===== src/hw/srcr_pkg.sv =====
// Package with the register map, field positions, reset values and counts of the block
package srcr_pkg;

  // ****************************************************************
  // Register byte addresses
  // ****************************************************************
  localparam logic [11:0] ADDR_CLOCK_CONTROL_ZERO = 12'h029;
  localparam logic [11:0] ADDR_CLOCK_CONTROL_ONE  = 12'h02A;
  localparam logic [11:0] ADDR_CAPTURE_POS_0      = 12'h02C;
  localparam logic [11:0] ADDR_CAPTURE_POS_1      = 12'h02D;
  localparam logic [11:0] ADDR_CAPTURE_POS_2      = 12'h02E;
  localparam logic [11:0] ADDR_FULL_SCALE_A_LO    = 12'h030;
  localparam logic [11:0] ADDR_FULL_SCALE_A_HI    = 12'h031;
  localparam logic [11:0] ADDR_FULL_SCALE_B_LO    = 12'h032;
  localparam logic [11:0] ADDR_FULL_SCALE_B_HI    = 12'h033;
  localparam logic [11:0] ADDR_REFERENCE_BYPASS   = 12'h038;
  localparam logic [11:0] ADDR_TIMESTAMP_CTRL     = 12'h03B;

  // ****************************************************************
  // Reset values
  // ****************************************************************
  localparam logic [7:0]  RST_CLOCK_CONTROL_ZERO = 8'h00;
  localparam logic [7:0]  RST_CLOCK_CONTROL_ONE  = 8'h20;
  localparam logic [15:0] RST_FULL_SCALE         = 16'hA000;
  localparam logic [7:0]  RST_REFERENCE_BYPASS   = 8'h00;
  localparam logic [7:0]  RST_TIMESTAMP_CTRL     = 8'h00;
  localparam logic [23:0] RST_CAPTURE_POS        = 24'h000000;
  localparam logic [7:0]  READ_UNMAPPED          = 8'h00;

  // ****************************************************************
  // Field positions
  // ****************************************************************
  localparam int BIT_PROC_EN     = 6;
  localparam int BIT_RECV_EN     = 5;
  localparam int BIT_ZOOM        = 4;
  localparam int SEL_MSB         = 3;
  localparam int SEL_LSB         = 0;
  localparam int BIT_DEVICE_SAMPLE_CLOCK_PECL = 2;
  localparam int BIT_PULSE_PECL  = 1;
  localparam int BIT_INVERT      = 0;
  localparam int BIT_BYPASS      = 0;
  localparam int BIT_TS_EN       = 0;
  localparam int BIT_TS_PECL     = 1;

  // ****************************************************************
  // Delay line and capture sizes
  // ****************************************************************
  localparam int          TAP_COUNT    = 16;
  localparam logic [3:0]  SEL_AUTO     = 4'h0;
  localparam logic [3:0]  AUTO_TAP     = 4'h8;
  localparam int          POS_WIDTH    = 24;

endpackage


===== src/hw/srcr_pos_tracker.sv =====
// Capture-position tracker: keeps a sample history and snaps it on each rising pulse edge
`timescale 1ns/1ps
`default_nettype none

module srcr_pos_tracker
(
  input  wire logic        clk,
  input  wire logic        rst,
  input  wire logic        ce,
  input  wire logic        sample,
  input  wire logic        zoom,
  output logic [23:0]      position,
  output logic             edge_seen
);

  typedef struct packed
  {
    logic [23:0] hist;
    logic [23:0] pos;
    logic        prev;
    logic        phase;
    logic        edge_seen;
  } srcr_trk_t;

  srcr_trk_t st_reg;
  srcr_trk_t st_next;

  // History shift and snapshot on a rising edge
  always_comb
  begin
    st_next = st_reg;
    st_next.prev = sample;
    st_next.phase = ~st_reg.phase;
    st_next.edge_seen = sample & ~st_reg.prev;
    // Zoom shifts every cycle; coarse view shifts every other cycle
    if (zoom || st_reg.phase)
    begin
      st_next.hist = {st_reg.hist[22:0], sample};
    end
    // Refresh the position on every new edge
    if (sample && !st_reg.prev)
    begin
      st_next.pos = {st_reg.hist[22:0], sample};
    end
  end

  // Register the whole state; clock enable freezes it
  always_ff @(posedge clk)
  begin
    if (rst)
    begin
      st_reg <= '{hist: 24'h000000, pos: srcr_pkg::RST_CAPTURE_POS, prev: 1'b0,
                  phase: 1'b0, edge_seen: 1'b0};
    end
    else if (ce)
    begin
      st_reg <= st_next;
    end
  end

  assign position  = st_reg.pos;
  assign edge_seen = st_reg.edge_seen;

endmodule
`default_nettype wire


===== src/hw/srcr_regs.sv =====
// Reference-pulse, clock-input and full-scale register bank with pulse capture path
`timescale 1ns/1ps
`default_nettype none

module srcr_regs
(
  input  wire logic        clk,
  input  wire logic        rst,
  input  wire logic        ce,
  // Byte register port behind the serial configuration interface
  input  wire logic [11:0] cfg_addr,
  input  wire logic [7:0]  cfg_wdata,
  input  wire logic        cfg_wr,
  input  wire logic        cfg_rd,
  output logic [7:0]       cfg_rdata,
  output logic             cfg_rvalid,
  // Reference pulse from its receiver pin, asynchronous to clk
  input  wire logic        refpulse_pin,
  // Steering outputs
  output logic             refpulse_receiver_enable,
  output logic             refpulse_processor_enable,
  output logic             refpulse_event,
  output logic [3:0]       refpulse_applied_tap,
  output logic             refpulse_auto_cal,
  output logic             device_clock_pecl_mode,
  output logic             refpulse_pecl_mode,
  output logic             refpulse_polarity_invert,
  output logic [15:0]      input_a_full_scale,
  output logic [15:0]      input_b_full_scale,
  output logic             reference_bypass,
  output logic             timestamp_input_enable,
  output logic             timestamp_input_pecl_mode
);

  // ****************************************************************
  // State
  // ****************************************************************
  typedef struct packed
  {
    logic        sync_a;
    logic        sync_b;
    logic [7:0]  ctrl0;
    logic [7:0]  ctrl1;
    logic [15:0] fs_a;
    logic [15:0] fs_b;
    logic [7:0]  bypass;
    logic [7:0]  tstamp;
    logic [14:0] dline;
    logic        tap_out;
    logic [7:0]  rdata;
    logic        rvalid;
    logic        event_p;
    logic [3:0]  tap;
    logic        auto_cal;
  } srcr_state_t;

  srcr_state_t st_reg;
  srcr_state_t st_next;

  logic [23:0] position;
  logic        edge_seen;
  logic        tap_sel_sample;
  logic [15:0] taps;

  // ****************************************************************
  // Capture position tracking
  // ****************************************************************
  // The tracker looks at the delayed, polarity-corrected and gated pulse
  srcr_pos_tracker u_tracker
  (
    .clk       (clk),
    .rst       (rst),
    .ce        (ce),
    .sample    (st_reg.tap_out),
    .zoom      (st_reg.ctrl0[srcr_pkg::BIT_ZOOM]),
    .position  (position),
    .edge_seen (edge_seen)
  );

  // Tap 0 is the undelayed pulse; tap n is n cycles later
  assign taps = {st_reg.dline, st_reg.sync_b};

  // Pick the tap selected by the current applied delay
  assign tap_sel_sample = taps[st_reg.tap];

  // ****************************************************************
  // Next-state logic
  // ****************************************************************
  always_comb
  begin
    st_next = st_reg;
    st_next.rvalid = 1'b0;

    // Two-stage synchroniser; only the second stage is used downstream
    st_next.sync_a = refpulse_pin;
    // Second stage only; receiver gating and inversion are applied after alignment, at the delay line input
    st_next.sync_b = st_reg.sync_a;

    // Delay line fed with polarity and receiver gating applied
    st_next.dline = {st_reg.dline[13:0],
                     (st_reg.sync_b ^ st_reg.ctrl1[srcr_pkg::BIT_INVERT])
                     & st_reg.ctrl0[srcr_pkg::BIT_RECV_EN]};

    // The first dline stage is the gated input; tap 0 reads it
    st_next.tap_out = (st_reg.tap == 4'h0) ? st_reg.dline[0] : tap_sel_sample;

    // Delay selection: zero hands the choice to automatic calibration
    if (st_reg.ctrl0[srcr_pkg::SEL_MSB:srcr_pkg::SEL_LSB] == srcr_pkg::SEL_AUTO)
    begin
      st_next.tap = srcr_pkg::AUTO_TAP;
      st_next.auto_cal = 1'b1;
    end
    else
    begin
      st_next.tap = st_reg.ctrl0[srcr_pkg::SEL_MSB:srcr_pkg::SEL_LSB];
      st_next.auto_cal = 1'b0;
    end

    // Events only pass while processor and receiver are both on
    st_next.event_p = edge_seen
                      & st_reg.ctrl0[srcr_pkg::BIT_PROC_EN]
                      & st_reg.ctrl0[srcr_pkg::BIT_RECV_EN];

    // Register writes; the status bytes are read only and ignore writes
    if (cfg_wr)
    begin
      case (cfg_addr)
        srcr_pkg::ADDR_CLOCK_CONTROL_ZERO: st_next.ctrl0 = cfg_wdata;
        srcr_pkg::ADDR_CLOCK_CONTROL_ONE:  st_next.ctrl1 = cfg_wdata;
        srcr_pkg::ADDR_FULL_SCALE_A_LO:    st_next.fs_a[7:0] = cfg_wdata;
        srcr_pkg::ADDR_FULL_SCALE_A_HI:    st_next.fs_a[15:8] = cfg_wdata;
        srcr_pkg::ADDR_FULL_SCALE_B_LO:    st_next.fs_b[7:0] = cfg_wdata;
        srcr_pkg::ADDR_FULL_SCALE_B_HI:    st_next.fs_b[15:8] = cfg_wdata;
        srcr_pkg::ADDR_REFERENCE_BYPASS:   st_next.bypass = cfg_wdata;
        srcr_pkg::ADDR_TIMESTAMP_CTRL:     st_next.tstamp = cfg_wdata;
        default:
        begin
          st_next.ctrl0 = st_reg.ctrl0;
        end
      endcase
    end

    // Register reads answer one cycle later; unmapped bytes read zero
    if (cfg_rd)
    begin
      st_next.rvalid = 1'b1;
      case (cfg_addr)
        srcr_pkg::ADDR_CLOCK_CONTROL_ZERO: st_next.rdata = st_reg.ctrl0;
        srcr_pkg::ADDR_CLOCK_CONTROL_ONE:  st_next.rdata = st_reg.ctrl1;
        srcr_pkg::ADDR_CAPTURE_POS_0:      st_next.rdata = position[7:0];
        srcr_pkg::ADDR_CAPTURE_POS_1:      st_next.rdata = position[15:8];
        srcr_pkg::ADDR_CAPTURE_POS_2:      st_next.rdata = position[23:16];
        srcr_pkg::ADDR_FULL_SCALE_A_LO:    st_next.rdata = st_reg.fs_a[7:0];
        srcr_pkg::ADDR_FULL_SCALE_A_HI:    st_next.rdata = st_reg.fs_a[15:8];
        srcr_pkg::ADDR_FULL_SCALE_B_LO:    st_next.rdata = st_reg.fs_b[7:0];
        srcr_pkg::ADDR_FULL_SCALE_B_HI:    st_next.rdata = st_reg.fs_b[15:8];
        srcr_pkg::ADDR_REFERENCE_BYPASS:   st_next.rdata = st_reg.bypass;
        srcr_pkg::ADDR_TIMESTAMP_CTRL:     st_next.rdata = st_reg.tstamp;
        default:                           st_next.rdata = srcr_pkg::READ_UNMAPPED;
      endcase
    end
  end

  // ****************************************************************
  // State register
  // ****************************************************************
  // Clock enable low freezes everything, including the synchroniser
  always_ff @(posedge clk)
  begin
    if (rst)
    begin
      st_reg <= '{sync_a: 1'b0, sync_b: 1'b0,
                  ctrl0: srcr_pkg::RST_CLOCK_CONTROL_ZERO,
                  ctrl1: srcr_pkg::RST_CLOCK_CONTROL_ONE,
                  fs_a: srcr_pkg::RST_FULL_SCALE,
                  fs_b: srcr_pkg::RST_FULL_SCALE,
                  bypass: srcr_pkg::RST_REFERENCE_BYPASS,
                  tstamp: srcr_pkg::RST_TIMESTAMP_CTRL,
                  dline: 15'h0000, tap_out: 1'b0,
                  rdata: 8'h00, rvalid: 1'b0, event_p: 1'b0,
                  tap: srcr_pkg::AUTO_TAP, auto_cal: 1'b1};
    end
    else if (ce)
    begin
      st_reg <= st_next;
    end
  end

  // ****************************************************************
  // Outputs, all straight from the state register
  // ****************************************************************
  assign cfg_rdata                 = st_reg.rdata;
  assign cfg_rvalid                = st_reg.rvalid;
  assign refpulse_receiver_enable  = st_reg.ctrl0[srcr_pkg::BIT_RECV_EN];
  assign refpulse_processor_enable = st_reg.ctrl0[srcr_pkg::BIT_PROC_EN];
  assign refpulse_event            = st_reg.event_p;
  assign refpulse_applied_tap      = st_reg.tap;
  assign refpulse_auto_cal         = st_reg.auto_cal;
  assign device_clock_pecl_mode    = st_reg.ctrl1[srcr_pkg::BIT_DEVICE_SAMPLE_CLOCK_PECL];
  assign refpulse_pecl_mode        = st_reg.ctrl1[srcr_pkg::BIT_PULSE_PECL];
  assign refpulse_polarity_invert  = st_reg.ctrl1[srcr_pkg::BIT_INVERT];
  // Codes pass as written; range mapping is analog and identical for both inputs
  assign input_a_full_scale        = st_reg.fs_a;
  assign input_b_full_scale        = st_reg.fs_b;
  assign reference_bypass          = st_reg.bypass[srcr_pkg::BIT_BYPASS];
  assign timestamp_input_enable    = st_reg.tstamp[srcr_pkg::BIT_TS_EN];
  assign timestamp_input_pecl_mode = st_reg.tstamp[srcr_pkg::BIT_TS_PECL];

endmodule
`default_nettype wire


===== config.mk =====
export PLATFORM = sky130hd
export DESIGN_NAME = srcr_regs
export DESIGN_NICKNAME = d
export VERILOG_FILES = /design/src/hw/srcr_pkg.sv /design/src/hw/srcr_pos_tracker.sv /design/src/hw/srcr_regs.sv
export SDC_FILE = /design/constraint.sdc
export NUM_CORES = 1
export LEC_CHECK = 0
export BUFFER_PORTS_ARGS = -buffer_cell sky130_fd_sc_hd__buf_2
export CAP_MARGIN = 20
export CORE_ASPECT_RATIO = 2
export CORE_MARGIN = 10
export CORE_UTILIZATION = 60
export CTS_BUF_LIST = sky130_fd_sc_hd__clkbuf_8
export DETAILED_ROUTE_END_ITERATION = 10
export PLACE_DENSITY = 0.8
export SYNTH_ARGS = -nofsm -noshare
export SYNTH_HDL_FRONTEND = slang
export SYNTH_SLANG_ARGS = --single-unit

===== constraint.sdc =====
create_clock -name clk -period 3.19 [get_ports clk]
set_input_delay 0.4785 -clock clk [delete_from_list [all_inputs] [get_ports clk]]
set_output_delay 0.4785 -clock clk [all_outputs]
set_load 0.02 [all_outputs]

[Yosys cells after proc, flatten, opt, wreduce, memory -nomap -nowiden]
Cells that the tools add are included.
Operators by class
  $lt $le $gt $ge: 1
  eq/ne operators: 11
  mux-type cells: 6
  bitwise gates (word level): 7
  reduce and logical (&&, ||, !) cells: 16
Operator list (number)
  $eq A12 B6 Y1 const B: 11
  $pmux W8 S11: 1
  $reduce_and A3 Y1: 8
  $logic_not A4 Y1: 2
  $reduce_and A2 Y1: 3
  $lt A4 B5 Y1 const B: 1
  $mux W5: 1
  $and A1 B1 Y1: 4
  $bmux W1 S4: 1
  $mux W1: 3
  $not A1 Y1: 2
  $logic_and A1 B1 Y1: 1
  $logic_not A1 Y1: 1
  $logic_or A1 B1 Y1: 1
  $xor A1 B1 Y1: 1
Storage, ports and cells
  flip-flop bits (word level): 147
  output and inout port bits: 55
  word-level logic and storage cells: 63

[Depth between registers and ports, before layout]
Gate-level depths: netlist of run 1.
  depth in word-level cells: 3
  depth in mapped cells: 8
  mapped depth without buffers: 5

[By module]
Synthesis of run 1 repeated with hierarchy kept, for this count alone.
Second synthesis, totals
  cell total of the unflattened synthesis: 725
  area, all modules: 7100.6 µm²
Modules (own cells, without submodules)
  srcr_regs: times used 1, cells each 535, area each 4986.0 µm², sequential area each 1941.9 µm²
  srcr_pos_tracker: times used 1, cells each 190, area each 2114.5 µm², sequential area each 1001.0 µm²

[Least setup slack after synthesis of run 1]
OpenSTA, ideal clock, no wires.
  path kind: input -> register
  start point: input cfg_addr[9]
  end point: register st_reg[46] (netlist name)
  library setup time: 0.128 ns
  data arrival time: 2.482 ns
  required time: 3.062 ns
  path slack: 0.580 ns
  cell stages on the path: 7
  buffers on the path: 2
  cell sequence: or4_1 -> clkbuf_2 -> or4_1 -> buf_6 -> nor4_4 -> mux2i_1 -> nor2_1
Between the ends
  word-level cells in the longest chain between the ends: 2
Ends and longest elaborated chain
  start, declared: line srcr_regs.sv:11  | input wire logic [11:0] cfg_addr,
  $eq A12 B6 Y1: line srcr_regs.sv:127  | case (cfg_addr)
  $reduce_and A3 Y1 (no line)
  end signal, assigned: line srcr_regs.sv:172  | st_reg <= '{sync_a: 1'b0, sync_b: 1'b0,
  end signal, assigned: line srcr_regs.sv:185  | st_reg <= st_next;
  end, declared: line srcr_regs.sv:57  | srcr_state_t st_reg;
Every way passes these cells.
A chain may end at the register's enable or synchronous reset.

[Worst setup path after layout of run 1]
  start point: input cfg_addr[9]
  end point: register st_reg[35] (netlist name)
Same word-level chain as after synthesis.

==> results of run 1 <==
==> cells in the final DEF, fill, tap and decap left out, types with 5 or more instances in the layout <==
| cell type | count |
|---|---|
| inv_1 | 6 |
| a221oi_1 | 7 |
| mux2i_1 | 76 |
| nor2_1 | 78 |
| buf_2 | 79 |
| mux2_2 | 11 |
| nor2b_1 | 6 |
| nor4_1 | 5 |
| a22oi_1 | 10 |
| nor3_1 | 6 |
| nor3b_1 | 5 |
| buf_4 | 17 |
| dfxtp_1 | 147 |
| nand2b_1 | 8 |
| a211o_1 | 6 |
| nand3_1 | 18 |
| o22ai_1 | 6 |
| nand2_1 | 148 |
| o21ai_0 | 8 |
| clkbuf_8 | 20 |
| a21oi_1 | 75 |
==> path summary, 6_finish.rpt <==
| kind | endpoint | cells past startpoint |
|---|---|---|
| worst max-delay path | st_reg[35] | 6 |
| worst max register to register | st_reg[15] | 5 |
| worst min-delay path | st_next[95] | 3 |
| worst min register to register | u_tracker.position[13] | 2 |
==> logic make-up (layout without fill, tap and decap cells) <==
group / after synthesis / in the layout
buf+inv: 104 / 133
xor+xnor: 2 / 2
compound gates: 136 / 136
flops: 147 / 147
mux: 90 / 90
simple gates: 297 / 297
==> per-layer routing <==
layer / up-vias / track usage / routed length [um]
li1: 2653 / - / -
met1: 2692 / 0.2480 / 6912
met2: 220 / 0.4337 / 10200
met3: 70 / 0.05361 / 1165
met4: 0 / 0.1555 / 1173
met5: - / 0 / 0
==> synthesized netlist by cell type (4+ instances only) <==
cell type / instances / area, um2
a221oi_1: 7 / 61.31
mux2_2: 11 / 123.9
nor4_1: 5 / 31.28
nor2_1: 78 / 292.8
nor3_1: 6 / 30.03
o22ai_1: 6 / 37.54
a31oi_1: 4 / 25.02
dfxtp_1: 147 / 2943
nand3_1: 18 / 90.09
nand2b_1: 8 / 50.05
inv_1: 4 / 15.01
mux2i_1: 76 / 760.7
nor3b_1: 5 / 37.54
a21oi_1: 75 / 375.4
a211o_1: 6 / 52.55
nand2_1: 148 / 555.5
clkbuf_1: 49 / 183.9
buf_1: 5 / 18.77
nor2b_1: 6 / 37.54
o21ai_0: 8 / 40.04
buf_4: 44 / 330.3
a22oi_1: 10 / 75.07
==> stage by stage <==
| stage | utilization | total power, W |
|---|---|---|
| floorplan | - | 0.002011 |
| global placement | 0.6261 | 0.002071 |
| detailed placement | 0.6261 | 0.002074 |
| CTS | 0.6655 | 0.003620 |
| global route | 0.6655 | 0.003712 |
| finish | 0.6655 | 0.003608 |
==> power breakdown <==
group,switching [W],total [W],internal [W]
registers,0.00000567,0.00185,0.00184
clock network,0.000736,0.00157,0.000838
logic,0.000139,0.000189,0.0000500
total,0.000881,0.00361,0.00273
==> worst max-delay path, delay by kind of cell <==
kind / cells / cell delay (ns)
and+or+nand+nor: 4 / 1.87
muxes: 1 / 0.27
buffers and inverters: 1 / 0.10
==> cell type report <==
cell class                      count  area share
Sequential cell                   147      0.4065
Timing Repair Buffer               97     0.07501
Multi-Input combinational cell    525      0.4329
Tap cell                          140     0.02420
Clock inverter                     12     0.02126
Clock buffer                       20     0.03802
Inverter                            4    0.002074
==> results_dict.tcl, run 1 <==
set metrics [dict create \
    tightest_slew_ns 0.9253 \
    rsz0062_at_grt "false" \
    cts_tree "done" \
    crit_start "cfg_addr[9]" \
    hold-worst-slack_ns 0.2779 \
    synth_fa_ha_area_frac 0 \
    drt_iter0_markers 366 \
    power_leakage_nw 2.752 \
    vias 5635 \
    largest_reg_flops 27 \
    finalCritPeriodShare 0.7583 \
    grt_pass1_wl_um 30340 \
    hold_start "refpulse_pin" \
    finalClockSkew_ns 0.01382 \
    synth_compound_area_frac 0.1262 \
    max_stage_delay_ns 0.66 \
    synthMuxAreaShare 0.1434 \
    worst-path-max-fanout 8 \
    cts_setup_buffers 0 \
    hold_buffers 0 \
    fin_area_um2 7239 \
    setup_ws_ns 0.7712 \
    yosysSeqAreaShare 0.4431 \
    cts_max_path_buffers 2 \
    dp.cells 913 \
    reg2reg_slack_ns 1.49 \
    drive_gt1_frac 0.1826 \
    status "finished clean" \
    dp_hpwl_um 14350 \
    dr.pass1.iters 5 \
    multi_input_area_um2 3134 \
    grt_antenna_before_repair 0 \
    place_congestion 0.9652 \
    fmax_ghz 0.4134 \
    syn_inst 776 \
    htree_levels 4 \
    slew_headroom 0.3813 \
    synthToLayoutAreaGrowth_pct 9.005 \
    antenna_cells 0 \
    port_buffers 80 \
    synth-edff-count 0 \
    nFillCells 903 \
    avgSynthCellArea_um2 8.558 \
    dieArea_um2 15930 \
    synth_fp_nets 802 \
    start_kind "input pin" \
    drcViolationCount 0 \
    final-seq-area_um2 2943 \
    worstSetupPathType "in2reg" \
    viasPerCell 5.963 \
    arrival_ns 2.73 \
    r2r_start "refpulse_applied_tap[1]" \
    totalWireLength_um 19450 \
    wire_per_inst_um 20.59 \
    rows 54 \
    ys_warn_count 0 \
    first_global_vias 5579 \
    synthXorXnorAreaFrac 0.002638 \
    ios 81 \
    cts-root-buf "clkbuf_8" \
    postPlaceCellArea_um2 6810 \
    synthSimpleGateAreaFrac 0.1997 \
    hp-class "in2reg" \
    core_um2 10880 \
    dp_slack_ns 0.3066 \
    grt_usage 0.2452 \
    maxCapViolations 0 \
    numCtsBuffers 17 \
    ys.flop_type "dfxtp_1" \
    end_kind "flop" \
    synth.distinct_cells 55 \
    power.density_nw_per_um2 498.4 \
    finalHoldViolations 0 \
    final-instance-count-excl-fill 945 \
    die_h_um 168.8 \
    clk_pin_slew_ns 0.08 \
    final_antenna_net_count 0 \
    ir_drop_uv 433.4 \
    cts.repair.resized 0 \
    crit_chain "buf_2 > or4_1 > or4_1 > nor3_4 > mux2i_1 > nor2_1" \
    crit_top_cell "or4_1" \
    grt_overflow 0 \
    slowest_stage "or4_1" \
    cts.sinks 147 \
    async_reset_ff_frac 0 \
    synth_top_family_by_area "simple AND/OR/NAND/NOR gates" \
    nNetsFinal 818 \
    tns_ns 0 \
    syn-cell-area_um2 6641 \
    final_max_slew_viol_count 0 \
    cp_data_required_time_ns 3.51 \
    start_util 0.6105 \
    die_w_um 94.40 \
    min_period_ns 2.419 \
    worst_skew_pair.late_latency_ns 0.47 \
    finalSetupViolCount 0 \
    grt_max_degree 81 \
    synth_seq_cells 147 \
]
Note: power is estimated with default switching activity, not from simulation.
==> inputs of run 2 (changes only) <==
--- a/config.mk
+++ b/config.mk
@@ -5,6 +5,7 @@
 export SDC_FILE = /design/constraint.sdc
 export NUM_CORES = 1
 export LEC_CHECK = 0
+export ABC_AREA = 1
 export BUFFER_PORTS_ARGS = -buffer_cell sky130_fd_sc_hd__buf_2
 export CAP_MARGIN = 20
 export CORE_ASPECT_RATIO = 2
==> constraint.sdc (replaced) <==
create_clock -name clk -period 2.3 [get_ports clk]
set_input_delay 0.345 -clock clk [delete_from_list [all_inputs] [get_ports clk]]
set_output_delay 0.345 -clock clk [all_outputs]
set_load 0.02 [all_outputs]
==> run 2 against run 1 <==
  * Power up 45%
  * Clock skew increased by 0.0016 ns
  * Sequential cell count unchanged
  * Clock-buffer cell count shrank 3
  * Combinational power rose by 97%
  * Sequential power increased by 45%
  * Hold slack lost 0.14 ns
  * Final cell count grew 19%
  * Clock power grew 38%
==> results_dict.tcl, run 2 <==
set metrics [dict create \
    grt_usage 0.2348 \
    numCtsBuffers 17 \
    arrival_ns 1.94 \
    reg2reg_to "u_tracker.position[12]" \
    finalHoldViolations 0 \
    cts.repair.resized 0 \
    ir_drop_uv 625.6 \
    grt_antenna_before_repair 1 \
    synth_fp_nets 971 \
    hold_buffers 0 \
    cts.sinks 147 \
    async_reset_ff_frac 0 \
    start_util 0.6128 \
    final-seq-area_um2 2943 \
    final_util 0.6662 \
    drcViolationCount 0 \
    largest_reg_flops 27 \
    multi_input_area_um2 2825 \
    finalCritPeriodShare 0.7042 \
    place_congestion 0.9891 \
    fin_area_um2 7247 \
    worst_skew_pair.late_latency_ns 0.44 \
    synth_seq_cells 147 \
    ys.flop_type "dfxtp_1" \
    tightest_slew_ns 0.7489 \
    syn_inst 945 \
    slew_headroom 0.5002 \
    syn-cell-area_um2 6666 \
    grt_max_degree 71 \
    drive_gt1_frac 0.1459 \
    totalWireLength_um 18840 \
    final_antenna_net_count 0 \
    finalSetupViolCount 0 \
    yosys.area.top_type "dfxtp_1" \
    mostFrequentLayoutCells "nor2_1, dfxtp_1, o21ai_0" \
    hold-worst-slack_ns 0.1422 \
    die_h_um 169.1 \
    rows 54 \
    cp_data_required_time_ns 2.62 \
    dp.cells 1088 \
    grt_overflow 0 \
    die_w_um 94.54 \
    worst-path-max-fanout 16 \
    yosysSeqAreaShare 0.4414 \
    synthTopCellsByCount "nor2_1, dfxtp_1, o21ai_0, nand2_1" \
    wire_per_inst_um 16.81 \
    htree_levels 4 \
    dp_hpwl_um 13910 \
    synth.distinct_cells 22 \
    vias 6229 \
    dieArea_um2 15980 \
    cts_tree "done" \
    postPlaceCellArea_um2 6819 \
    drt_iter0_markers 412 \
    finalClockSkew_ns 0.01543 \
    cts_max_path_buffers 2 \
    crit_start "cfg_addr[7]" \
    grt_pass1_wl_um 29760 \
    rsz0062_at_grt "false" \
    ios 81 \
    yosysMostFrequentCell "nor2_1" \
    hold_depth 3 \
    layout_commonest_cell "nor2_1" \
    synth.top_cells.by_area "dfxtp_1, o21ai_0, nor2_1" \
    cts-root-buf "clkbuf_8" \
    final_max_slew_viol_count 0 \
    end_kind "flop" \
    cts_setup_buffers 0 \
    tns_ns 0 \
    final-instance-count-excl-fill 1121 \
    avgSynthCellArea_um2 7.054 \
    power.density_nw_per_um2 720.3 \
    core_um2 10880 \
    fmax_ghz 0.6174 \
    ff2ff_path_depth 5 \
    worstSetupPathType "in2reg" \
    maxCapViolations 0 \
    hp-class "in2reg" \
    synthToLayoutAreaGrowth_pct 8.709 \
    r2r_start "st_reg[15]" \
    min_period_ns 1.620 \
    port_buffers 80 \
    nFillCells 1037 \
    yosys.area.top_type_share 0.4414 \
    nNetsFinal 993 \
    status "finished clean" \
    ys_warn_count 0 \
    viasPerCell 5.557 \
    clk_pin_slew_ns 0.09 \
    first_global_vias 5948 \
    synth-edff-count 0 \
    dr.pass1.iters 5 \
    reg2reg_slack_ns 0.80 \
    crit_end "input_b_full_scale[9]" \
    power_leakage_nw 3.128 \
    start_kind "input pin" \
]
run 2: changes by cell type after synthesis, sizes merged, moves of 13 or more:
cell	previous run	this run
o21ai	9	132
nor2	78	176
inv	4	90
mux2i	76	0
nand3	18	85
nand2	148	106
clkbuf	50	28
buf	50	64
nand4	3	17
a21oi	75	88
run 2: layout make-up:
class                      instances  area share
inverter                          90     0.04662
clock inverter                    15     0.02642
tap                              140     0.02417
clock buffer                      17     0.03229
multi-input combinational        616      0.3898
antenna                            1   0.0003453
timing repair buffer              95     0.07424
sequential                       147      0.4061
run 2: worst max-delay path, cell delays in order:
cell and delay, ns:
buf_2 0.10, nor2_1 0.16, nand2_2 0.17, inv_2 0.18, buf_4 0.19, nand3_1 0.39
o21ai_0 0.32, a21oi_1 0.06
run 2: how the worst min path moves through the flow:
stage | startpoint | end | slack, ns
6_report | refpulse_pin | st_next[95] | 0.14
5_1_grt | refpulse_pin | st_next[95] | 0.15
4_1_cts | refpulse_pin | st_next[95] | 0.13
3_5_place_dp | st_reg[82] | st_reg[82] | 0.44
3_3_place_gp | st_reg[82] | st_reg[82] | 0.43
2_1_floorplan | st_reg[33] | st_reg[33] | 0.42
run 2: logic make-up (layout without fill, tap and decap cells):
| family | count (synthesis) | after routing | share of synthesized area |
|---|---|---|---|
| xor gates and xnor gates | 1 | 1 | 0.001314 |
| AOI/OAI and AO/OA | 229 | 229 | 0.1757 |
| DFF | 147 | 147 | 0.4414 |
| buffers and inverters | 182 | 217 | 0.1348 |
| other | 0 | 1 | 0 |
| and+or+nand+nor | 386 | 386 | 0.2468 |
run 2: power by group:
part / leakage, nW / internal [W] / switching, W
registers: 1.19 / 0.00263 / 0.0000603
clock network: 0.216 / 0.00111 / 0.00105
logic: 1.72 / 0.000118 / 0.000254
total: 3.13 / 0.00385 / 0.00137
run 2: metrics by stage:
stage	total power, W	setup WS (ns)
after floorplan	0.002981	0.8506
after global placement	0.003103	0.3150
after detailed placement	0.003111	0.2422
after CTS	0.005236	0.7162
after global routing	0.005418	0.5209
final	0.005220	0.6804
run 2: routing by layer:
layer	track usage	wire, um
met5	0	0
met4	0.1433	1044
met3	0.04165	787
met2	0.4289	10270
met1	0.2339	6736
==> inputs of run 3 (changes only) <==
--- a/config.mk
+++ b/config.mk
@@ -5,15 +5,15 @@
 export SDC_FILE = /design/constraint.sdc
 export NUM_CORES = 1
 export LEC_CHECK = 0
-export ABC_AREA = 1
+export ABC_AREA = 0
 export BUFFER_PORTS_ARGS = -buffer_cell sky130_fd_sc_hd__buf_2
 export CAP_MARGIN = 20
 export CORE_ASPECT_RATIO = 2
 export CORE_MARGIN = 10
-export CORE_UTILIZATION = 60
+export CORE_UTILIZATION = 54
 export CTS_BUF_LIST = sky130_fd_sc_hd__clkbuf_8
 export DETAILED_ROUTE_END_ITERATION = 10
-export PLACE_DENSITY = 0.8
+export PLACE_DENSITY = 0.76
 export SYNTH_ARGS = -nofsm -noshare
 export SYNTH_HDL_FRONTEND = slang
 export SYNTH_SLANG_ARGS = --single-unit
==> constraint.sdc (replaced) <==
create_clock -name clk -period 1.4 [get_ports clk]
set_input_delay 0.21 -clock clk [delete_from_list [all_inputs] [get_ports clk]]
set_output_delay 0.21 -clock clk [all_outputs]
set_load 0.02 [all_outputs]
==> run 3 against run 2 <==
  * The flow now finishes with violations (setup timing)
  * Sequential share of layout area is 5.7 points lower
  * Power grew 52%
  * Hold slack got worse by 0.041 ns
  * Via count decreased by 2.6%
  * Final area rose by 17%
  * Register-to-register slack lost 0.92 ns
  * Sequential cell count stayed put
  * Clock skew is 0.00083 ns lower
  * Largest power group unchanged
==> results_dict.tcl, run 3 (synthesized netlist as in run 1, its figures left out) <==
set metrics [dict create \
    grt_pass1_wl_um 32230 \
    arrival_ns 2.05 \
    totalWireLength_um 21220 \
    start_util 0.5478 \
    power.density_nw_per_um2 933.3 \
    place_congestion 1.021 \
    path_delay_family "simple AND/OR/NAND/NOR gates" \
    dp_slack_ns -0.9582 \
    hold_end "input_b_full_scale[5]" \
    antenna_cells 0 \
    violations "setup timing" \
    tightest_slew_ns 0.4544 \
    rows 57 \
    clk_pin_slew_ns 0.09 \
    hold-worst-slack_ns 0.1013 \
    reg2reg_to "cfg_rdata[1]" \
    drive_gt1_frac 0.3271 \
    htree_levels 4 \
    grt_max_degree 56 \
    start_kind "input pin" \
    ios 81 \
    vias 6067 \
    core_um2 12120 \
    min_period_ns 1.694 \
    max_stage_delay_ns 0.56 \
    finalHoldViolations 0 \
    dr.pass1.iters 5 \
    die_w_um 98.42 \
    end_kind "flop" \
    layout_commonest_cell "nand2_1" \
    slew_headroom 0.6965 \
    mostFrequentLayoutCells "nand2_1, dfxtp_1, buf_4" \
    cts.sinks 147 \
    largest_reg_flops 27 \
    viasPerCell 5.784 \
    finalClockSkew_ns 0.01459 \
    crit_chain "buf_6 > or4_4 > or4_4 > nor4_4 > buf_12 > mux2i_1 > nor2_1" \
    synthToLayoutAreaGrowth_pct 27.66 \
    port_buffers 80 \
    hp-class "in2reg" \
    grt_usage 0.2331 \
    final_util 0.6993 \
    die_h_um 176.8 \
    fmax_ghz 0.5902 \
    crit_cells 7 \
    crit_top_cell "or4_4" \
    drcViolationCount 0 \
    cts_tree "done" \
    dieArea_um2 17400 \
    final_antenna_net_count 0 \
    grt_antenna_before_repair 0 \
    cts_max_path_buffers 2 \
    cp_data_required_time_ns 1.75 \
    numCtsBuffers 17 \
    hold_depth 3 \
    status "finished, violations left" \
    finalCritPeriodShare 1.210 \
    worstSetupPathType "in2reg" \
    nFillCells 942 \
    worst_skew_pair.late_latency_ns 0.46 \
    grt_overflow 0 \
    rsz0062_at_grt "true" \
    wire_per_inst_um 20.22 \
    setup_ws_ns -0.2944 \
    first_global_vias 6086 \
    hold_start "cfg_wdata[5]" \
    cp.buffers_inverters 2 \
    dp_hpwl_um 15750 \
    ir_drop_uv 650.7 \
    ff2ff_path_depth 4 \
    nNetsFinal 915 \
    slowest_stage "or4_4" \
    maxCapViolations 0 \
    final_max_slew_viol_count 0 \
    worst-path-max-fanout 8 \
    r2r_start "input_b_full_scale[9]" \
    finalSetupViolCount 66 \
    cts-root-buf "clkbuf_8" \
    power_leakage_nw 3.354 \
    reg2reg_slack_ns -0.12 \
    drt_iter0_markers 341 \
]
run 3: power breakdown:
| part | internal, W | switching [W] |
|---|---|---|
| sequential | 0.00419 | 0.0000114 |
| clock | 0.00127 | 0.00179 |
| combinational | 0.000261 | 0.000389 |
| total | 0.00572 | 0.00219 |
run 3: how the worst max path moves through the flow:
stage | startpoint | slack, ns | end
final | cfg_addr[10] | -0.29 | st_reg[40]
after global routing | cfg_addr[10] | -0.38 | reference_bypass
after CTS | cfg_addr[10] | -0.27 | st_reg[40]
after detailed placement | cfg_addr[8] | -0.96 | cfg_rdata[2]
after global placement | cfg_addr[8] | -0.93 | cfg_rdata[3]
after floorplan | cfg_addr[9] | -0.94 | st_reg[46]
run 3: repair_timing:
item	in CTS	in global routing
cloned	0	1
hold endpoints to repair	1	0
hold buffers	1	0
resized for setup	32	40
endpoints found under the setup margin	59	67
setup buffers	4	11
pin swaps	16	24
run 3: layout make-up:
type	count	area [um2]	share of cell area
Multi-Input combinational cell	525	3426	0.4041
Inverter	4	15.01	0.001771
Sequential cell	147	2955	0.3486
Timing Repair Buffer	194	1539	0.1815
Tap cell	147	183.9	0.02169
Clock buffer	17	234.0	0.02760
Clock inverter	15	125.1	0.01476
run 3: metrics by stage:
| step | cell area, um2 | power, W | cells | setup TNS [ns] |
|---|---|---|---|---|
| 2_1_floorplan | 6789 | 0.004605 | 776 | -27.43 |
| 3_3_place_gp | 7712 | 0.004884 | 1002 | -41.78 |
| 3_5_place_dp | 7712 | 0.004893 | 1002 | -44.84 |
| 4_1_cts | 8229 | 0.007918 | 1037 | -5.709 |
| 5_1_grt | 8478 | 0.008168 | 1049 | -10.22 |
| 6_report | 8478 | 0.007913 | 1049 | -7.349 |
run 3: worst register-to-register path: stages, from the launching register on:
cell      delay, ns
dfxtp_1        0.34
mux4_2         0.52
a22o_1         0.27
nor3b_1        0.19
a221oi_1       0.10
run 3: per-layer routing:
metal	global-route usage	share of wire	up-vias
met4	0.2011	0.081	0
met1	0.2176	0.34	2898
met3	0.05436	0.051	89
li1	-	-	2854
met2	0.4127	0.53	226
met5	0	0	-
